### src/rtl/focr_pkg.sv
// package: register indices, reset values and field layouts of the floppy option block
package focr_pkg;

    // configuration index values of the registers held here
    localparam logic [7:0] IDX_LOCK = 8'h01;
    localparam logic [7:0] IDX_FLOPPY_OPT = 8'h03;
    localparam logic [7:0] IDX_EXT_SETUP = 8'h04;
    // highest index covered by the lock
    localparam logic [7:0] IDX_LAST_LOCKED = 8'h0f;

    // power-up values
    localparam logic [7:0] RST_FLOPPY_OPT = 8'h78;
    localparam logic [7:0] RST_EXT_SETUP = 8'h00;
    localparam logic [7:0] RST_INDEX = 8'h00;
    localparam logic RST_LOCK = 1'b1;

    // bit position of the lock bit inside its register
    localparam int LOCK_POS = 7;

    // floppy option register layout, msb first
    typedef struct packed {
        logic shared_pin_sel; // bit 7: shared pin function select
        logic iface_ident;    // bit 6: interface mode, upper bit
        logic encoding_mode_bit; // bit 5: interface mode, lower bit
        logic drive_opt_1;    // bit 4
        logic drive_opt_0;    // bit 3
        logic pin_sub_sel;    // bit 2: shared pin sub-select
        logic floppy_mode2;   // bit 1: enhanced floppy mode two
        logic reserved0;      // bit 0: reads as zero
    } focr_floppy_opt_t;

    // drive interface modes
    typedef enum logic [1:0] {
        FOCR_MODE_AT,
        FOCR_MODE_RESERVED,
        FOCR_MODE_LATER,
        FOCR_MODE_COMPACT
    } focr_iface_t;

    // one two-way pin as seen from the design
    typedef struct packed {
        logic o;  // value driven
        logic oe; // high while this end drives
    } focr_pin_drv_t;

endpackage

### src/rtl/focr_rate_map.sv
// rate pin mapper: derives the two rate pins from the rate select bits
`timescale 1ns/1ps
`default_nettype none

module focr_rate_map (
    input wire logic [1:0] rate_select_bits,
    input wire logic drive_opt_0,
    input wire logic drive_opt_1,
    input wire logic floppy_mode2,
    output focr_pkg::focr_pin_drv_t rate_out_0,
    output focr_pkg::focr_pin_drv_t rate_out_1
);

    // effective options; mode two forces the direct mapping
    wire logic opt0_eff = drive_opt_0 & ~floppy_mode2; // RQ4
    wire logic opt1_eff = drive_opt_1 & ~floppy_mode2; // RQ4
    // both options set: pins turn into inputs
    wire logic pins_input = opt0_eff & opt1_eff; // RQ6
    // option 0 alone: upper pin is the xnor of both select bits
    wire logic use_xnor = opt0_eff & ~opt1_eff;
    wire logic xnor_bit = ~(rate_select_bits[1] ^ rate_select_bits[0]);

    // pure combinational path, no added latency
    assign rate_out_0.o = rate_select_bits[0]; // RQ5 RQ16
    assign rate_out_1.o = use_xnor ? xnor_bit : rate_select_bits[1]; // RQ5 RQ6 RQ16
    assign rate_out_0.oe = ~pins_input; // RQ6
    assign rate_out_1.oe = ~pins_input; // RQ6

endmodule

`default_nettype wire

### src/rtl/focr_top.sv
// floppy option configuration block with index/data access and pin steering
// Functional notes
// [RQ1] bit 1 selects normal or enhanced mode two
// [RQ2] option bits 3,4 steer the rate pins
// [RQ3] both option bits power up as one
// [RQ4] mode two makes option bits don't care
// [RQ5] options zero: rate pins follow select bits
// [RQ6] option 0 alone: xnor; both: pins input
// [RQ7] bits 6,5 choose the drive interface mode
// [RQ8] bit 7 clear: drive-two input, parallel interrupt
// [RQ9] bit 7 set: decode or second interrupt, float
// [RQ10] game-port variant drops the drive-two input
// [RQ11] software uses index 04h in config mode
// [RQ12] extended setup register powers up as 00h
// [RQ13] power-up defaults, kept over hardware reset
// [RQ14] software uses index 03h; power-up value 78h
// [RQ15] cleared lock blocks indices 0-15 until reset
// [RQ16] rate pins combinational, no extra delay
// [RQ17] bit 0 reserved, always reads zero
`timescale 1ns/1ps
`default_nettype none

module focr_top #(
    parameter bit HAS_GAME_PORT = 1'b0 // variant with game-port select logic
) (
    input wire logic clk_sys,
    input wire logic rst,
    input wire logic hw_reset,
    input wire logic cfg_mode,
    input wire logic cfg_wr,
    input wire logic cfg_rd,
    input wire logic cfg_port_data,
    input wire logic [7:0] cfg_wdata,
    output logic [7:0] cfg_rdata,
    input wire logic [1:0] rate_select_bits,
    input wire logic rate_out_0_i,
    output logic rate_out_0_o,
    output logic rate_out_0_oe,
    input wire logic rate_out_1_i,
    output logic rate_out_1_o,
    output logic rate_out_1_oe,
    input wire logic shared_a_i,
    output logic shared_a_o,
    output logic shared_a_oe,
    input wire logic shared_b_i,
    output logic shared_b_o,
    output logic shared_b_oe,
    input wire logic parallel_interrupt,
    input wire logic second_parallel_interrupt,
    input wire logic extra_address_decode,
    output logic drive_two_indicator,
    output logic enhanced_mode2,
    output focr_pkg::focr_iface_t iface_mode,
    output logic [7:0] ext_setup,
    output logic [1:0] rate_pins_in
);

    // stored state
    logic [7:0] index_r; // config index register
    logic [7:0] index_nxt;
    focr_pkg::focr_floppy_opt_t fopt_r; // floppy option register
    focr_pkg::focr_floppy_opt_t fopt_nxt;
    logic [7:0] ext_r; // extended setup register
    logic [7:0] ext_nxt;
    logic lock_r; // access enable, high = open
    logic lock_nxt;
    logic [7:0] rdata_r; // read data holder
    logic [7:0] rdata_nxt;

    // access decode
    wire logic wr_index = cfg_mode & cfg_wr & ~cfg_port_data;
    wire logic wr_data = cfg_mode & cfg_wr & cfg_port_data;
    wire logic rd_index = cfg_mode & cfg_rd & ~cfg_port_data;
    wire logic rd_data = cfg_mode & cfg_rd & cfg_port_data;
    // indices 0..15 are gated by the lock
    wire logic in_locked_range = (index_r <= focr_pkg::IDX_LAST_LOCKED);
    wire logic data_open = lock_r | ~in_locked_range; // RQ15
    wire logic wr_ok = wr_data & data_open; // RQ15
    wire logic sel_lock = (index_r == focr_pkg::IDX_LOCK);
    wire logic sel_fopt = (index_r == focr_pkg::IDX_FLOPPY_OPT); // RQ14
    wire logic sel_ext = (index_r == focr_pkg::IDX_EXT_SETUP); // RQ11

    // register read mux, bit 0 of the option register forced low
    wire logic [7:0] fopt_view = {fopt_r[7:1], 1'b0}; // RQ17
    wire logic [7:0] lock_view = {lock_r, 7'h00};
    wire logic [7:0] data_view;
    assign data_view = !data_open ? 8'h00 : // RQ15
        sel_lock ? lock_view :
        sel_fopt ? fopt_view :
        sel_ext ? ext_r :
        8'h00;

    // next values
    assign index_nxt = wr_index ? cfg_wdata : index_r;
    assign fopt_nxt = (wr_ok && sel_fopt) ? {cfg_wdata[7:1], 1'b0} : fopt_r; // RQ2 RQ17
    assign ext_nxt = (wr_ok && sel_ext) ? cfg_wdata : ext_r;
    // lock only ever clears by software; set back only by reset
    assign lock_nxt = (wr_ok && sel_lock) ? (lock_r & cfg_wdata[focr_pkg::LOCK_POS]) : lock_r;
    assign rdata_nxt = rd_index ? index_r : rd_data ? data_view : rdata_r;

    // config storage: only power-up reset loads defaults, hw_reset ignored
    always_ff @(posedge clk_sys) begin
        if (rst) begin // RQ13
            index_r <= focr_pkg::RST_INDEX;
            fopt_r <= focr_pkg::RST_FLOPPY_OPT; // RQ3 RQ14
            ext_r <= focr_pkg::RST_EXT_SETUP; // RQ12
            lock_r <= focr_pkg::RST_LOCK; // RQ15
            rdata_r <= 8'h00;
        end else begin
            index_r <= index_nxt;
            fopt_r <= fopt_nxt;
            ext_r <= ext_nxt;
            lock_r <= lock_nxt;
            rdata_r <= rdata_nxt;
        end
    end

    // rate pin steering
    focr_pkg::focr_pin_drv_t rate0_drv;
    focr_pkg::focr_pin_drv_t rate1_drv;
    focr_rate_map u_rate_map (
        .rate_select_bits(rate_select_bits),
        .drive_opt_0(fopt_r.drive_opt_0), // RQ2
        .drive_opt_1(fopt_r.drive_opt_1), // RQ2
        .floppy_mode2(fopt_r.floppy_mode2), // RQ4
        .rate_out_0(rate0_drv),
        .rate_out_1(rate1_drv)
    );
    assign rate_out_0_o = rate0_drv.o;
    assign rate_out_0_oe = rate0_drv.oe;
    assign rate_out_1_o = rate1_drv.o;
    assign rate_out_1_oe = rate1_drv.oe;
    // pin levels while they act as inputs
    assign rate_pins_in = {rate_out_1_i, rate_out_0_i};

    // mode outputs
    assign enhanced_mode2 = fopt_r.floppy_mode2; // RQ1
    wire logic [1:0] mode_bits = {fopt_r.iface_ident, fopt_r.encoding_mode_bit};
    assign iface_mode = (mode_bits == 2'b11) ? focr_pkg::FOCR_MODE_AT : // RQ7
        (mode_bits == 2'b10) ? focr_pkg::FOCR_MODE_RESERVED :
        (mode_bits == 2'b01) ? focr_pkg::FOCR_MODE_LATER :
        focr_pkg::FOCR_MODE_COMPACT;
    assign ext_setup = ext_r;
    assign cfg_rdata = rdata_r;

    // shared pin functions
    wire logic shared_on = fopt_r.shared_pin_sel;
    wire logic shared_sub = fopt_r.pin_sub_sel;
    // pin a: drive-two input, extra decode out, or second interrupt out
    assign shared_a_oe = shared_on; // RQ8 RQ9
    assign shared_a_o = !shared_on ? 1'b0 :
        shared_sub ? second_parallel_interrupt : extra_address_decode; // RQ9
    // drive-two input absent on the game-port variant
    assign drive_two_indicator = ~shared_on & shared_a_i & ~HAS_GAME_PORT; // RQ8 RQ10
    // pin b: parallel interrupt, floating in the last combination
    assign shared_b_oe = ~(shared_on & shared_sub); // RQ8 RQ9
    assign shared_b_o = parallel_interrupt & ~(shared_on & shared_sub); // RQ8
    wire logic unused_b = shared_b_i;

    // checks
    mode2_write_a: assert property (@(posedge clk_sys) disable iff (rst) // RQ1
        (wr_ok && sel_fopt) |=> (enhanced_mode2 == $past(cfg_wdata[1])))
        else $error("mode two bit not taken from write");
    opt_powerup_a: assert property (@(posedge clk_sys) disable iff (rst) // RQ3
        $past(rst) |-> (fopt_r.drive_opt_0 && fopt_r.drive_opt_1 && fopt_r == 8'h78))
        else $error("option bits not one after power-up");
    mode2_ignore_a: assert property (@(posedge clk_sys) disable iff (rst) // RQ4
        fopt_r.floppy_mode2 |-> (rate_out_0_oe && rate_out_1_oe
        && {rate_out_1_o, rate_out_0_o} == rate_select_bits))
        else $error("option bits not ignored in mode two");
    rate_direct_a: assert property (@(posedge clk_sys) disable iff (rst) // RQ5
        (!fopt_r.drive_opt_0 && !fopt_r.drive_opt_1)
        |-> ({rate_out_1_o, rate_out_0_o} == rate_select_bits && rate_out_0_oe))
        else $error("direct rate mapping wrong");
    rate_xnor_a: assert property (@(posedge clk_sys) disable iff (rst) // RQ6
        (!fopt_r.floppy_mode2 && fopt_r.drive_opt_0 && !fopt_r.drive_opt_1)
        |-> (rate_out_1_o == (rate_select_bits[1] ~^ rate_select_bits[0])
        && rate_out_0_o == rate_select_bits[0]))
        else $error("xnor rate mapping wrong");
    rate_input_a: assert property (@(posedge clk_sys) disable iff (rst) // RQ6
        (!fopt_r.floppy_mode2 && fopt_r.drive_opt_0 && fopt_r.drive_opt_1)
        |-> (!rate_out_0_oe && !rate_out_1_oe))
        else $error("rate pins still driven");
    rate_comb_a: assert property (@(posedge clk_sys) disable iff (rst) // RQ16
        ($changed(rate_select_bits) && fopt_r.floppy_mode2)
        |-> (rate_out_0_o == rate_select_bits[0]))
        else $error("rate pin lags select bits");
    iface_mode_a: assert property (@(posedge clk_sys) disable iff (rst) // RQ7
        (mode_bits != 2'b11 || iface_mode == focr_pkg::FOCR_MODE_AT)
        && (mode_bits != 2'b10 || iface_mode == focr_pkg::FOCR_MODE_RESERVED)
        && (mode_bits != 2'b01 || iface_mode == focr_pkg::FOCR_MODE_LATER)
        && (mode_bits != 2'b00 || iface_mode == focr_pkg::FOCR_MODE_COMPACT))
        else $error("interface mode decode wrong");
    shared_off_a: assert property (@(posedge clk_sys) disable iff (rst) // RQ8
        !shared_on |-> (!shared_a_oe && shared_b_oe && shared_b_o == parallel_interrupt))
        else $error("shared pins wrong with bit 7 clear");
    shared_on_a: assert property (@(posedge clk_sys) disable iff (rst) // RQ9
        shared_on |-> (shared_a_oe && (shared_sub ? (!shared_b_oe
        && shared_a_o == second_parallel_interrupt) : shared_a_o == extra_address_decode)))
        else $error("shared pins wrong with bit 7 set");
    game_var_a: assert property (@(posedge clk_sys) disable iff (rst) // RQ10
        drive_two_indicator |-> (!HAS_GAME_PORT && !shared_on && shared_a_i))
        else $error("drive-two input present on game variant");
    ext_powerup_a: assert property (@(posedge clk_sys) disable iff (rst) // RQ12
        $past(rst) |-> (ext_setup == 8'h00))
        else $error("extended setup not zero after power-up");
    hw_keep_a: assert property (@(posedge clk_sys) disable iff (rst) // RQ13
        (hw_reset && !wr_ok) |=> ($stable(fopt_r) && $stable(ext_r)))
        else $error("hardware reset disturbed config");
    lock_block_a: assert property (@(posedge clk_sys) disable iff (rst) // RQ15
        (!lock_r && in_locked_range) |=> ($stable(fopt_r) && $stable(ext_r) && !lock_r))
        else $error("locked register changed");
    rsvd_read_a: assert property (@(posedge clk_sys) disable iff (rst) // RQ17
        (rd_data && sel_fopt) |=> (cfg_rdata[0] == 1'b0
        && cfg_rdata[7:1] == $past(fopt_r[7:1]) || !$past(lock_r)))
        else $error("reserved bit read non-zero");

endmodule

`default_nettype wire

### config.mk
export PLATFORM = sky130hd
export DESIGN_NAME = focr_top
export DESIGN_NICKNAME = d
export VERILOG_FILES = /design/src/rtl/focr_pkg.sv /design/src/rtl/focr_rate_map.sv /design/src/rtl/focr_top.sv
export SDC_FILE = /design/constraint.sdc
export NUM_CORES = 1
export LEC_CHECK = 0
export ABC_AREA = 1
export CAP_MARGIN = 20
export CELL_PAD_IN_SITES_DETAIL_PLACEMENT = 1
export CELL_PAD_IN_SITES_GLOBAL_PLACEMENT = 2
export CORE_MARGIN = 2
export CORE_UTILIZATION = 33
export DETAILED_ROUTE_END_ITERATION = 10
export DONT_BUFFER_PORTS = 1
export PLACE_DENSITY_LB_ADDON = 0.3
export SYNTH_ARGS = -nofsm -noshare
export SYNTH_HDL_FRONTEND = slang
export SYNTH_HIERARCHICAL = 1
export SYNTH_SLANG_ARGS = --single-unit
### constraint.sdc
create_clock -name clk_sys -period 2.4 [get_ports clk_sys]
set_clock_uncertainty 0.2 [all_clocks]
set_input_delay 0.48 -clock clk_sys [delete_from_list [all_inputs] [get_ports clk_sys]]
set_output_delay 0.48 -clock clk_sys [all_outputs]
set_load 0.05 [all_outputs]
# After elaboration in Yosys (flattened, before gate mapping)
# Cells that the tools add are included.
[op_classes] n_div=0 order_cmp=1 shifts=0 n_addsub=0 bitwise=25 eq_ne=6 n_reduce_logical=4 muxes=12 mul=0
[op_table] cell="two-way mux 8 bit" count=6
[op_table] cell="AND 1 bit" count=15
[op_table] cell="== test 8 x 1 -> 1 bit (second input constant)" count=1
[op_table] cell="== test 8 x 2 -> 1 bit (second input constant)" count=1
[op_table] cell="== test 8 x 3 -> 1 bit (second input constant)" count=1
[op_table] cell="<= comparator 8 x 4 -> 1 bit (second input constant)" count=1
[op_table] cell="inverter 1 bit" count=8
[op_table] cell="== test 2 bit (second input constant)" count=2
[op_table] cell="two-way mux 1 bit" count=4
[op_table] cell="two-way mux 2 bit" count=2
[op_table] cell="logical AND 1 bit" count=3
[op_table] cell="== test 2 x 1 -> 1 bit (second input constant)" count=1
[op_table] cell="nonzero test 2 bit" count=1
[op_table] cell="OR 1 bit" count=1
[op_table] cell="XOR 1 bit" count=1
[word_totals] n_memories=0 latch_bits=0 output_inout_bits=30 mem_bits_rw=0 regBits=32 romBits=0 in_bits=24

# Longest topological paths before layout
# Gate-level depths: netlist (run 1).
[depth] word_depth=7 depth_mapped=8 ltp_nobuf=8

# By module
# Netlist (run 1), hierarchy kept.
[modules_own_cells] mod="focr_top" cells_each=215 seq_area_each_um2=640.6 area_per_inst_um2=1556.5 n_inst=1
[modules_own_cells] mod="focr_rate_map" cells_each=11 seq_area_each_um2=0.0 area_per_inst_um2=52.6 n_inst=1

# Least setup slack after synthesis (run 1)
# Ideal clock, no wire load.
[synth_path] path_type="flip-flop to output port" startpoint="register fopt_r, in the netlist shared_a_oe" endpoint="output shared_b_o" arrival_ps=1565 required_time_ps=1720 path_stages_with_launch=3 slack_ps=155 n_path_buf=0 cell_sequence="dfxtp_1 > nand2_1 > and2_1"
[synth_between] elab_chain_len=3
[synth_rtl] element="start, declared" line_no="focr_top.sv:61" text="focr_pkg::focr_floppy_opt_t fopt_r;"
[synth_rtl] element="start signal, assigned" line_no="focr_top.sv:105" text="fopt_r <= focr_pkg::RST_FLOPPY_OPT;"
[synth_rtl] element="start signal, assigned" line_no="focr_top.sv:111" text="fopt_r <= fopt_nxt;"
[synth_rtl] element="AND 1 bit"
[synth_rtl] element="inverter 1 bit"
[synth_rtl] element="net shared_b_oe" line_no="focr_top.sv:47" text="output logic shared_b_oe,"
[synth_rtl] element="AND 1 bit" line_no="focr_top.sv:157" text="assign shared_b_o = parallel_interrupt & ~(shared_on & shared_sub);"
[synth_rtl] element="end, declared" line_no="focr_top.sv:46" text="output logic shared_b_o,"
# The timed path passes the listed nets, and every way through them passes these cells.

# Worst setup path after layout (run 1)
[layout_path] startpoint="register fopt_r, in the netlist shared_a_oe" endpoint="output shared_a_o"
[layout_between] elab_chain_len=1
[layout_rtl] element="two-way mux 1 bit" line_no="focr_top.sv:151" text="assign shared_a_o = !shared_on ? 1'b0 :"
[layout_rtl] element="end, declared" line_no="focr_top.sv:43" text="output logic shared_a_o,"
# No other way between the ends.

==> results of run 1 <==
## state kept, by name, indices dropped and copies added (netlist names)
signal	cells
shared_a_oe	1
enhanced_mode2	1
cfg_rdata	8
lock_r	1
shared_sub	1
index_r	8
fopt_r	4
ext_setup	8
## area by class of cell
class | count | area [um2] | share of cell area (%)
Multi-Input combinational cell | 163 | 824.5 | 45.54
Timing Repair Buffer | 11 | 82.58 | 4.561
Clock buffer | 7 | 96.34 | 5.321
Inverter | 22 | 82.58 | 4.561
Tap cell | 67 | 83.83 | 4.630
Sequential cell | 32 | 640.6 | 35.38
## power by group
part / total (uW) / switching, uW / internal (uW)
combinational: 119 / 84.8 / 33.9
clock: 446 / 191 / 255
sequential: 595 / 47.0 / 548
## Yosys cell counts
library cell | count | share of area, %
nor2_1 | 35 | 8.2
dfxtp_1 | 32 | 40
nand2_1 | 29 | 6.8
nand3_1 | 25 | 7.8
a21oi_1 | 21 | 6.5
inv_1 | 15 | 3.5
o21ai_0 | 15 | 4.7
o21ai_1 | 11 | 3.4
inv_2 | 6 | 1.4
buf_4 | 5 | 2.3
nand2_2 | 5 | 1.9
nor2_2 | 5 | 1.9
nand3b_1 | 3 | 1.4
nor2_4 | 3 | 2.1
a21oi_2 | 2 | 1.1
clkbuf_1 | 2 | 0.47
nand2_4 | 2 | 1.4
o211ai_1 | 2 | 0.93
o21ai_2 | 2 | 1.1
and2_1 | 1 | 0.39
buf_2 | 1 | 0.31
buf_6 | 1 | 0.70
clkinv_1 | 1 | 0.23
nand4_1 | 1 | 0.39
nor2_8 | 1 | 1.2
## routing by layer
layer	routed length [um]	up-vias	track usage (%)	part of all wire (%)
li1	-	756	-	-
met1	2079	702	23.44	45
met2	2259	22	29.96	49
met3	187	4	4.801	4.1
met4	47	0	6.869	1.0
met5	0	-	0	0
## through the flow
step	util [%]	instance area (um2)	total power [uW]	setup WS, ns	hold WS, ns
after floorplan	-	1609	708.3	0.1552	0.2317
after global placement	36.29	1714	724.9	0.5586	0.2648
after detailed placement	36.29	1714	726.5	0.5522	0.2676
after CTS	38.33	1810	1181	0.4187	0.1126
after global routing	38.33	1810	1224	0.3487	0.1359
final	38.33	1810	1159	0.4420	0.1220
## worst max path at each step
stage	endpoint	startpoint	slack, ns
final	shared_a_o	shared_a_oe$_SDFFE_PP0P_	0.44
after global routing	shared_a_o	shared_a_oe$_SDFFE_PP0P_	0.35
after CTS	shared_a_o	shared_a_oe$_SDFFE_PP0P_	0.42
after detailed placement	cfg_rdata[5]$_SDFFE_PP0P_	cfg_mode	0.55
after global placement	cfg_rdata[5]$_SDFFE_PP0P_	cfg_mode	0.56
after floorplan	shared_b_o	shared_a_oe$_SDFFE_PP0P_	0.16
## cells by family after synthesis
family,after synthesis
AND/OR/NAND/NOR,110
AO/OA/AOI/OAI,53
flip-flops,32
buffers and inverters,31
==> flow_summary.toml, run 1 <==
[run_status]
outcome = "finished clean"

[yosys]
avgSynthCellArea_um2 = 7.120
synth_compound_area_share_pct = 17.73
synthCells = 226
ys_ff_latch = 32
synth_xor_area_share_pct = 0
synth_cell_types = 25
synth_mux_area_share_pct = 0
yosys.area_share.simple_pct = 33.51
synth_fp_nets = 250
synthAdderAreaFrac_pct = 0
ys_seq_area_share_pct = 39.81
synth_area_um2 = 1609
synth_top_family_by_area = "simple AND/OR/NAND/NOR gates"
synth_warnings = 6

[min_path]
hold_start = "cfg_wdata[4]"
hold_end = "fopt_r[4]$_SDFFE_PP1P_"
hold_path.class = "input port to register"
hold_path_depth = 2

[critical_path]
cp_common_cell = "buf_4"
path_buf_inv = 2
reg2reg_depth = 7
worstPathMaxFanout = 4
cp_num_cells = 4
path_cells = "buf_4 -> o21ai_0 -> nor2_1 -> buf_4"
crit_type = "register to output port"
endpoint_kind = "output port"
cpLargestDelayFamily = "buffers and inverters"
cp-start-kind = "register"
critPathSlowestCell = "dfxtp_1"
crit_arrival_ns = 1.28
worstReg2RegEnd = "ext_setup[0]$_SDFFE_PP0P_"
slowest_delay_ns = 0.37
r2r_start = "index_r[2]$_SDFFE_PP0P_"
reg2reg_slack_ns = 0.66
critPathRequiredTime_ns = 1.72

[cts]
cts_hold_buffers = 0
cts_resized = 0
clockBufferDepth = 2
cts-root-buf = "clkbuf_8"
insertion_delay_ns = 0.28
path_clk_slew_ns = 0.07
clock_sinks = 32
htree_levels = 2
cts_tree = "yes"
cts_made_buffers = 5
cts_setup_buffers = 0

[grt]
grt_pass1_vias = 1523
antenna_found_initial = 0
grt_pass1_wl_um = 7431
grt.overflow.total = 0
grt_max_degree = 26
grt_usage_pct = 18.48

[placed_design]
gp_congestion = 0.7840
placedCellCount = 295
post-dp-hpwl_um = 3521
port-buffer-count = 0

[drt]
first_pass_iters = 3
drc_errors = 0
drtIter0Drc = 62
viasPerCell = 4.914
vias = 1484
wl_um = 4573
wire_per_inst_um = 15.14
route.antenna.remaining_nets = 0

[floorplan]
core_area_um2 = 4723
num_rows = 25
pin_count = 54
die_w_um = 73.83
start_util_pct = 34.07
dieHeight_um = 73.83
die_area_um2 = 5450

[cells_and_area]
final_common_cell = "nor2_1"
stdcell_count = 302
final_nets = 259
layout-drive-gt1-share_pct = 18.72
final_cell_mix = "nor2_1, dfxtp_1, nand2_1"
antenna_cells = 0
area_growth_pct = 12.52
n_fill_cell = 612

[pwr]
ir_worst_vdd_v = 0.0002736
p_per_area_nw_per_um2 = 640.2
p_leak_uw = 0.0008056

[timing]
post-route-period-util_pct = 81.58
setup_tns_ns = 0
setup_viol = 0
rsz0062_at_grt = "no"
finalMaxSlewViolations = 0
tightest_slew_ns = 0.6874
period_minus_slack_ns = 1.958
finalHoldViolations = 0
slew_headroom_pct = 54.12
clock.fmax_mhz = 510.7

[flow_run]
maxCapViolCount = 0
Note: power is estimated with default switching activity, not from simulation.
==> run 2: changes to the inputs <==
Settings changed: ABC_AREA 1 to 0, CORE_UTILIZATION 33 to 31.
Clock period 2.4 ns to 1.6 ns, I/O delays scaled along.
==> run 2 against run 1 <==
The flow now finishes with violations (setup timing). Register-to-register slack lost 0.93 ns. Synthesized area shrank 0.62%. Via count grew 7.1%. Highest routed layer unchanged.
==> flow_summary.toml, run 2 <==
[run_status]
outcome = "complete, but fails checks"
violations = "setup timing"

[timing]
finalHoldViolations = 0
tightest_slew_ns = 0.9371
setup_viol = 27
holdWs_ns = 0.008040
fin_ws_ns = -0.2687
clock.fmax_mhz = 535.1
post-route-period-util_pct = 116.8
rsz0062_at_grt = "yes"
finalMaxSlewViolations = 0
slew_headroom_pct = 37.53
period_minus_slack_ns = 1.869

[cts]
htree_levels = 2
clockBufferDepth = 2
cts-root-buf = "clkbuf_8"
path_clk_slew_ns = 0.07
cts_made_buffers = 5
cts_tree = "yes"
insertion_delay_ns = 0.28
clock_sinks = 32

[drt]
viasPerCell = 5.080
wire_per_inst_um = 17.58
vias = 1590
wl_um = 5501
route.antenna.remaining_nets = 0
first_pass_iters = 4
drc_errors = 0
drtIter0Drc = 68

[placed_design]
post-dp-hpwl_um = 3693
port-buffer-count = 0
gp_congestion = 0.8144
dpl_cell_area_um2 = 2032

[cells_and_area]
design_area_um2 = 2397
n_fill_cell = 583
layout-drive-gt1-share_pct = 40.33
multi_input_area_um2 = 967.2
final-seq-area_um2 = 653.1
antenna_cells = 0
final_common_cell = "buf_4"
final_nets = 266
final_cell_mix = "buf_4, dfxtp_1, nor2_1"
area_growth_pct = 49.92

[min_path]
hold_path.class = "input port to register"

[yosys]
synthMostInstantiatedCell = "dfxtp_1"
synthTopCellsByCount = "dfxtp_1, nor2_1, nand2_1, a21oi_1, nand2b_1"
synth.top_cells.by_area = "dfxtp_1, nand2b_1, nor2_1"
synth_cell_types = 41
avgSynthCellArea_um2 = 8.597
synth_area_um2 = 1599
async_reset_ff_share_pct = 0
synth.largest_area_cell = "dfxtp_1"
ys_seq_area_share_pct = 40.06
ys_ff_latch = 32
ys.flop_type = "dfxtp_1"
synthCells = 186
synth_top_cell_area_share_pct = 40.06
synth_edf_count = 0
synth_warnings = 6
synth_fp_nets = 210

[pwr]
p_leak_uw = 0.001063
report.power.total_uw = 1787
ir_worst_vdd_v = 0.0003977
netSwitchingPower_uw = 477.3
switching_share_pct = 26.70
pwr-share-clk_pct = 35.7
power_frac_seq_pct = 46.3
combPwrFrac_pct = 18.0
p_per_area_nw_per_um2 = 745.6
p_int_uw = 1310

[floorplan]
pin_count = 54
die_area_um2 = 5749
start_util_pct = 31.71
core_area_um2 = 5042
dieHeight_um = 75.82
num_rows = 26
die_w_um = 75.82

[critical_path]
crit_arrival_ns = 1.87
worstPathMaxFanout = 11
critPathRequiredTime_ns = 1.60
cp-start-kind = "register"
endpoint_kind = "register"
crit_type = "register to register"

[grt]
antenna_found_initial = 0
grt_pass1_vias = 1670
grt_max_degree = 26
grt.overflow.total = 0
grt_pass1_wl_um = 8473
grt_usage_pct = 20.29

[flow_run]
maxCapViolCount = 0
## run 2: cell families after synthesis
family          synth area share [%]
flops                          40.06
xor+xnor                      0.5478
buf+inv                        5.869
simple gates                   33.80
mux                            2.504
compound gates                 17.21
## run 2: final timing paths
check | cells past startpoint | end | slack (ns) | from
min | 2 | cfg_rdata[3]$_SDFFE_PP0P_ | 0.008 | rst
min reg2reg | 1 | lock_r$_SDFFE_PP1P_ | 0.28 | lock_r$_SDFFE_PP1P_
max | 4 | shared_a_oe$_SDFFE_PP0P_ | -0.27 | index_r[7]$_SDFFE_PP0P_
max reg2reg | 4 | shared_a_oe$_SDFFE_PP0P_ | -0.27 | index_r[7]$_SDFFE_PP0P_
## run 2: worst max-delay path, stage by stage, from the launching register on
cell and delay [ns]:
dfxtp_1 0.31, or4_4 0.58, and4b_1 0.33, buf_12 0.16
mux2i_1 0.21
## run 2: repair_timing
| action | CTS | global route |
|---|---|---|
| buffers inserted | 5 | 4 |
| hold buffers | 9 | 0 |
| gates resized for setup | 16 | 8 |
| pin swaps | 10 | 5 |
| hold endpoints to repair | 24 | 0 |
| cloned | 1 | 0 |
| endpoints found under the setup margin | 29 | 36 |
## run 2: layout make-up
cell class	instances	share of cell area, %
clock buffers	8	3.758
inverters	2	0.3132
multi-input cells	137	40.34
flip-flops and latches	32	27.24
well taps	70	3.653
repair buffers	64	24.69
## run 2: power groups by stage
stage / sequential [uW] / combinational, uW / clock [uW]
6_report: 827 / 322 / 638
5_1_grt: 829 / 343 / 695
4_1_cts: 827 / 309 / 657
3_5_place_dp: 847 / 248 / 0
3_3_place_gp: 844 / 244 / 0
2_1_floorplan: 892 / 153 / 0
## run 2: stage by stage
step	std cells	util (%)	setup TNS (ns)	setup slack (ns)
2_1_floorplan	186	-	-1.806	-0.1761
3_3_place_gp	286	40.30	-3.347	-0.2012
3_5_place_dp	286	40.30	-4.219	-0.2532
4_1_cts	309	46.13	-5.674	-0.2610
5_1_grt	313	47.54	-6.757	-0.3111
6_report	313	47.54	-5.188	-0.2687
## run 2: layer usage
layer / wire [um] / track usage [%]
met1: 2281 / 23.29
met5: 0 / 0
met4: 38 / 6.823
met2: 2892 / 36.78
met3: 289 / 4.630
==> run 3: changes to the inputs <==
--- a/config.mk
+++ b/config.mk
@@ -12,3 +12,3 @@
 export CORE_MARGIN = 2
-export CORE_UTILIZATION = 31
+export CORE_UTILIZATION = 33
 export DETAILED_ROUTE_END_ITERATION = 10
==> constraint.sdc (replaced) <==
create_clock -name clk_sys -period 1.85 [get_ports clk_sys]
set_clock_uncertainty 0.2 [all_clocks]
set_input_delay 0.37 -clock clk_sys [delete_from_list [all_inputs] [get_ports clk_sys]]
set_output_delay 0.37 -clock clk_sys [all_outputs]
set_load 0.01 [all_outputs]
==> run 3 against run 2 <==
The run still ends with setup timing left. Power down 24%. Die area down 5.7%. Clock power down 20%. Sequential power decreased by 12%.
==> flow_summary.toml, run 3 (synthesized netlist as in run 2, its figures left out) <==
[timing]
post-route-period-util_pct = 101.0
tightest_slew_ns = 0.6426
setup_tns_ns = -0.02495
period_minus_slack_ns = 1.868
slew_headroom_pct = 57.02
clock.fmax_mhz = 535.3
finalHoldViolations = 0
rsz0062_at_grt = "yes"
fin_ws_ns = -0.01826
setup_viol = 2
finalMaxSlewViolations = 0

[floorplan]
core_area_um2 = 4692
dieHeight_um = 73.61
pin_count = 54
start_util_pct = 34.08
die_w_um = 73.61
num_rows = 25
die_area_um2 = 5418

[grt]
grt_pass1_vias = 1407
grt.overflow.total = 0
grt_pass1_wl_um = 7300
antenna_found_initial = 0
grt_usage_pct = 18.05
grt_max_degree = 32

[drt]
drc_errors = 0
wire_per_inst_um = 18.16
route.antenna.remaining_nets = 0
wl_um = 4468
vias = 1319
first_pass_iters = 4
drtIter0Drc = 48
viasPerCell = 5.362

[critical_path]
cp-start-kind = "register"
critPathRequiredTime_ns = 1.86
worstPathMaxFanout = 11
crit_arrival_ns = 1.88
endpoint_kind = "register"
crit_type = "register to register"

[cts]
path_clk_slew_ns = 0.07
cts-root-buf = "clkbuf_8"
cts_tree = "yes"
htree_levels = 2
insertion_delay_ns = 0.28
cts_made_buffers = 5
clockBufferDepth = 2
clock_sinks = 32

[min_path]
hold_path.class = "input port to register"

[placed_design]
placedCellCount = 235
post-dp-hpwl_um = 3289
gp_congestion = 0.7781
port-buffer-count = 0

[pwr]
ir_worst_vdd_v = 0.0002406
p_per_area_nw_per_um2 = 752.7
p_leak_uw = 0.0007093

[cells_and_area]
n_fill_cell = 564
final_nets = 216
stdcell_count = 246
layout-drive-gt1-share_pct = 19.79
antenna_cells = 0
final_cell_mix = "dfxtp_1, nor2_1, nand2_1"
final_common_cell = "dfxtp_1"
area_growth_pct = 13.46

[flow_run]
maxCapViolCount = 0

[run_status]
outcome = "complete, but fails checks"
violations = "setup timing"
==> run 3: area by class of cell <==
cell class	count	area, um2	area share (%)
inverter	2	7.507	0.4138
multi-input combinational	136	888.4	48.97
timing repair buffer	15	131.4	7.241
clock inverter	1	5.005	0.2759
sequential	32	641.9	35.38
clock buffer	6	72.57	4.000
tap	54	67.56	3.724
==> run 3: worst paths after layout <==
check	startpoint	to	slack (ns)	cells after the start
max	index_r[7]$_SDFFE_PP0P_	enhanced_mode2$_SDFFE_PP0P_	-0.02	4
min	cfg_wdata[7]	index_r[7]$_SDFFE_PP0P_	0.02	2
max reg2reg	index_r[7]$_SDFFE_PP0P_	enhanced_mode2$_SDFFE_PP0P_	-0.02	4
min reg2reg	index_r[6]$_SDFFE_PP0P_	index_r[6]$_SDFFE_PP0P_	0.28	2
==> run 3: report_power, final <==
group          leakage, uW  switching [uW]  internal [uW]
Clock            0.0000410             255            255
Combinational     0.000408            69.7           60.1
Sequential        0.000260            18.7            707
==> run 3: critical path, cell delays in order (launching register included) <==
cell	delay (ns)
dfxtp_2	0.32
or4_4	0.57
and4b_1	0.34
buf_12	0.16
mux2i_1	0.20
==> run 3: repair_timing <==
item | CTS | global route
resized for setup | 0 | 7
hold buffers | 1 | 0
endpoints found under the setup margin | 3 | 12
pin swaps | 0 | 2
setup buffers | 3 | 0
hold endpoints to repair | 14 | 0
==> run 3: per-stage QoR <==
| stage | hold slack, ns | util (%) | total power, uW | area [um2] | setup slack (ns) |
|---|---|---|---|---|---|
| 5_1_grt | 0.01315 | 38.67 | 1423 | 1814 | -0.06273 |
| 4_1_cts | 0.01445 | 38.05 | 1372 | 1785 | -0.01330 |
| 2_1_floorplan | 0.2426 | - | 845.7 | 1599 | 0.1117 |
| 6_report | 0.02034 | 38.67 | 1366 | 1814 | -0.01826 |
| 3_3_place_gp | 0.2435 | 35.71 | 854.1 | 1675 | 0.05528 |
| 3_5_place_dp | 0.2458 | 35.71 | 856.9 | 1675 | -0.003269 |
==> run 3: per-layer routing <==
| layer | wire length (um) | track usage [%] |
|---|---|---|
| met1 | 2067 | 22.88 |
| met2 | 2123 | 29.07 |
| met3 | 220 | 5.898 |
| met4 | 57 | 5.455 |
| met5 | 0 | 0 |
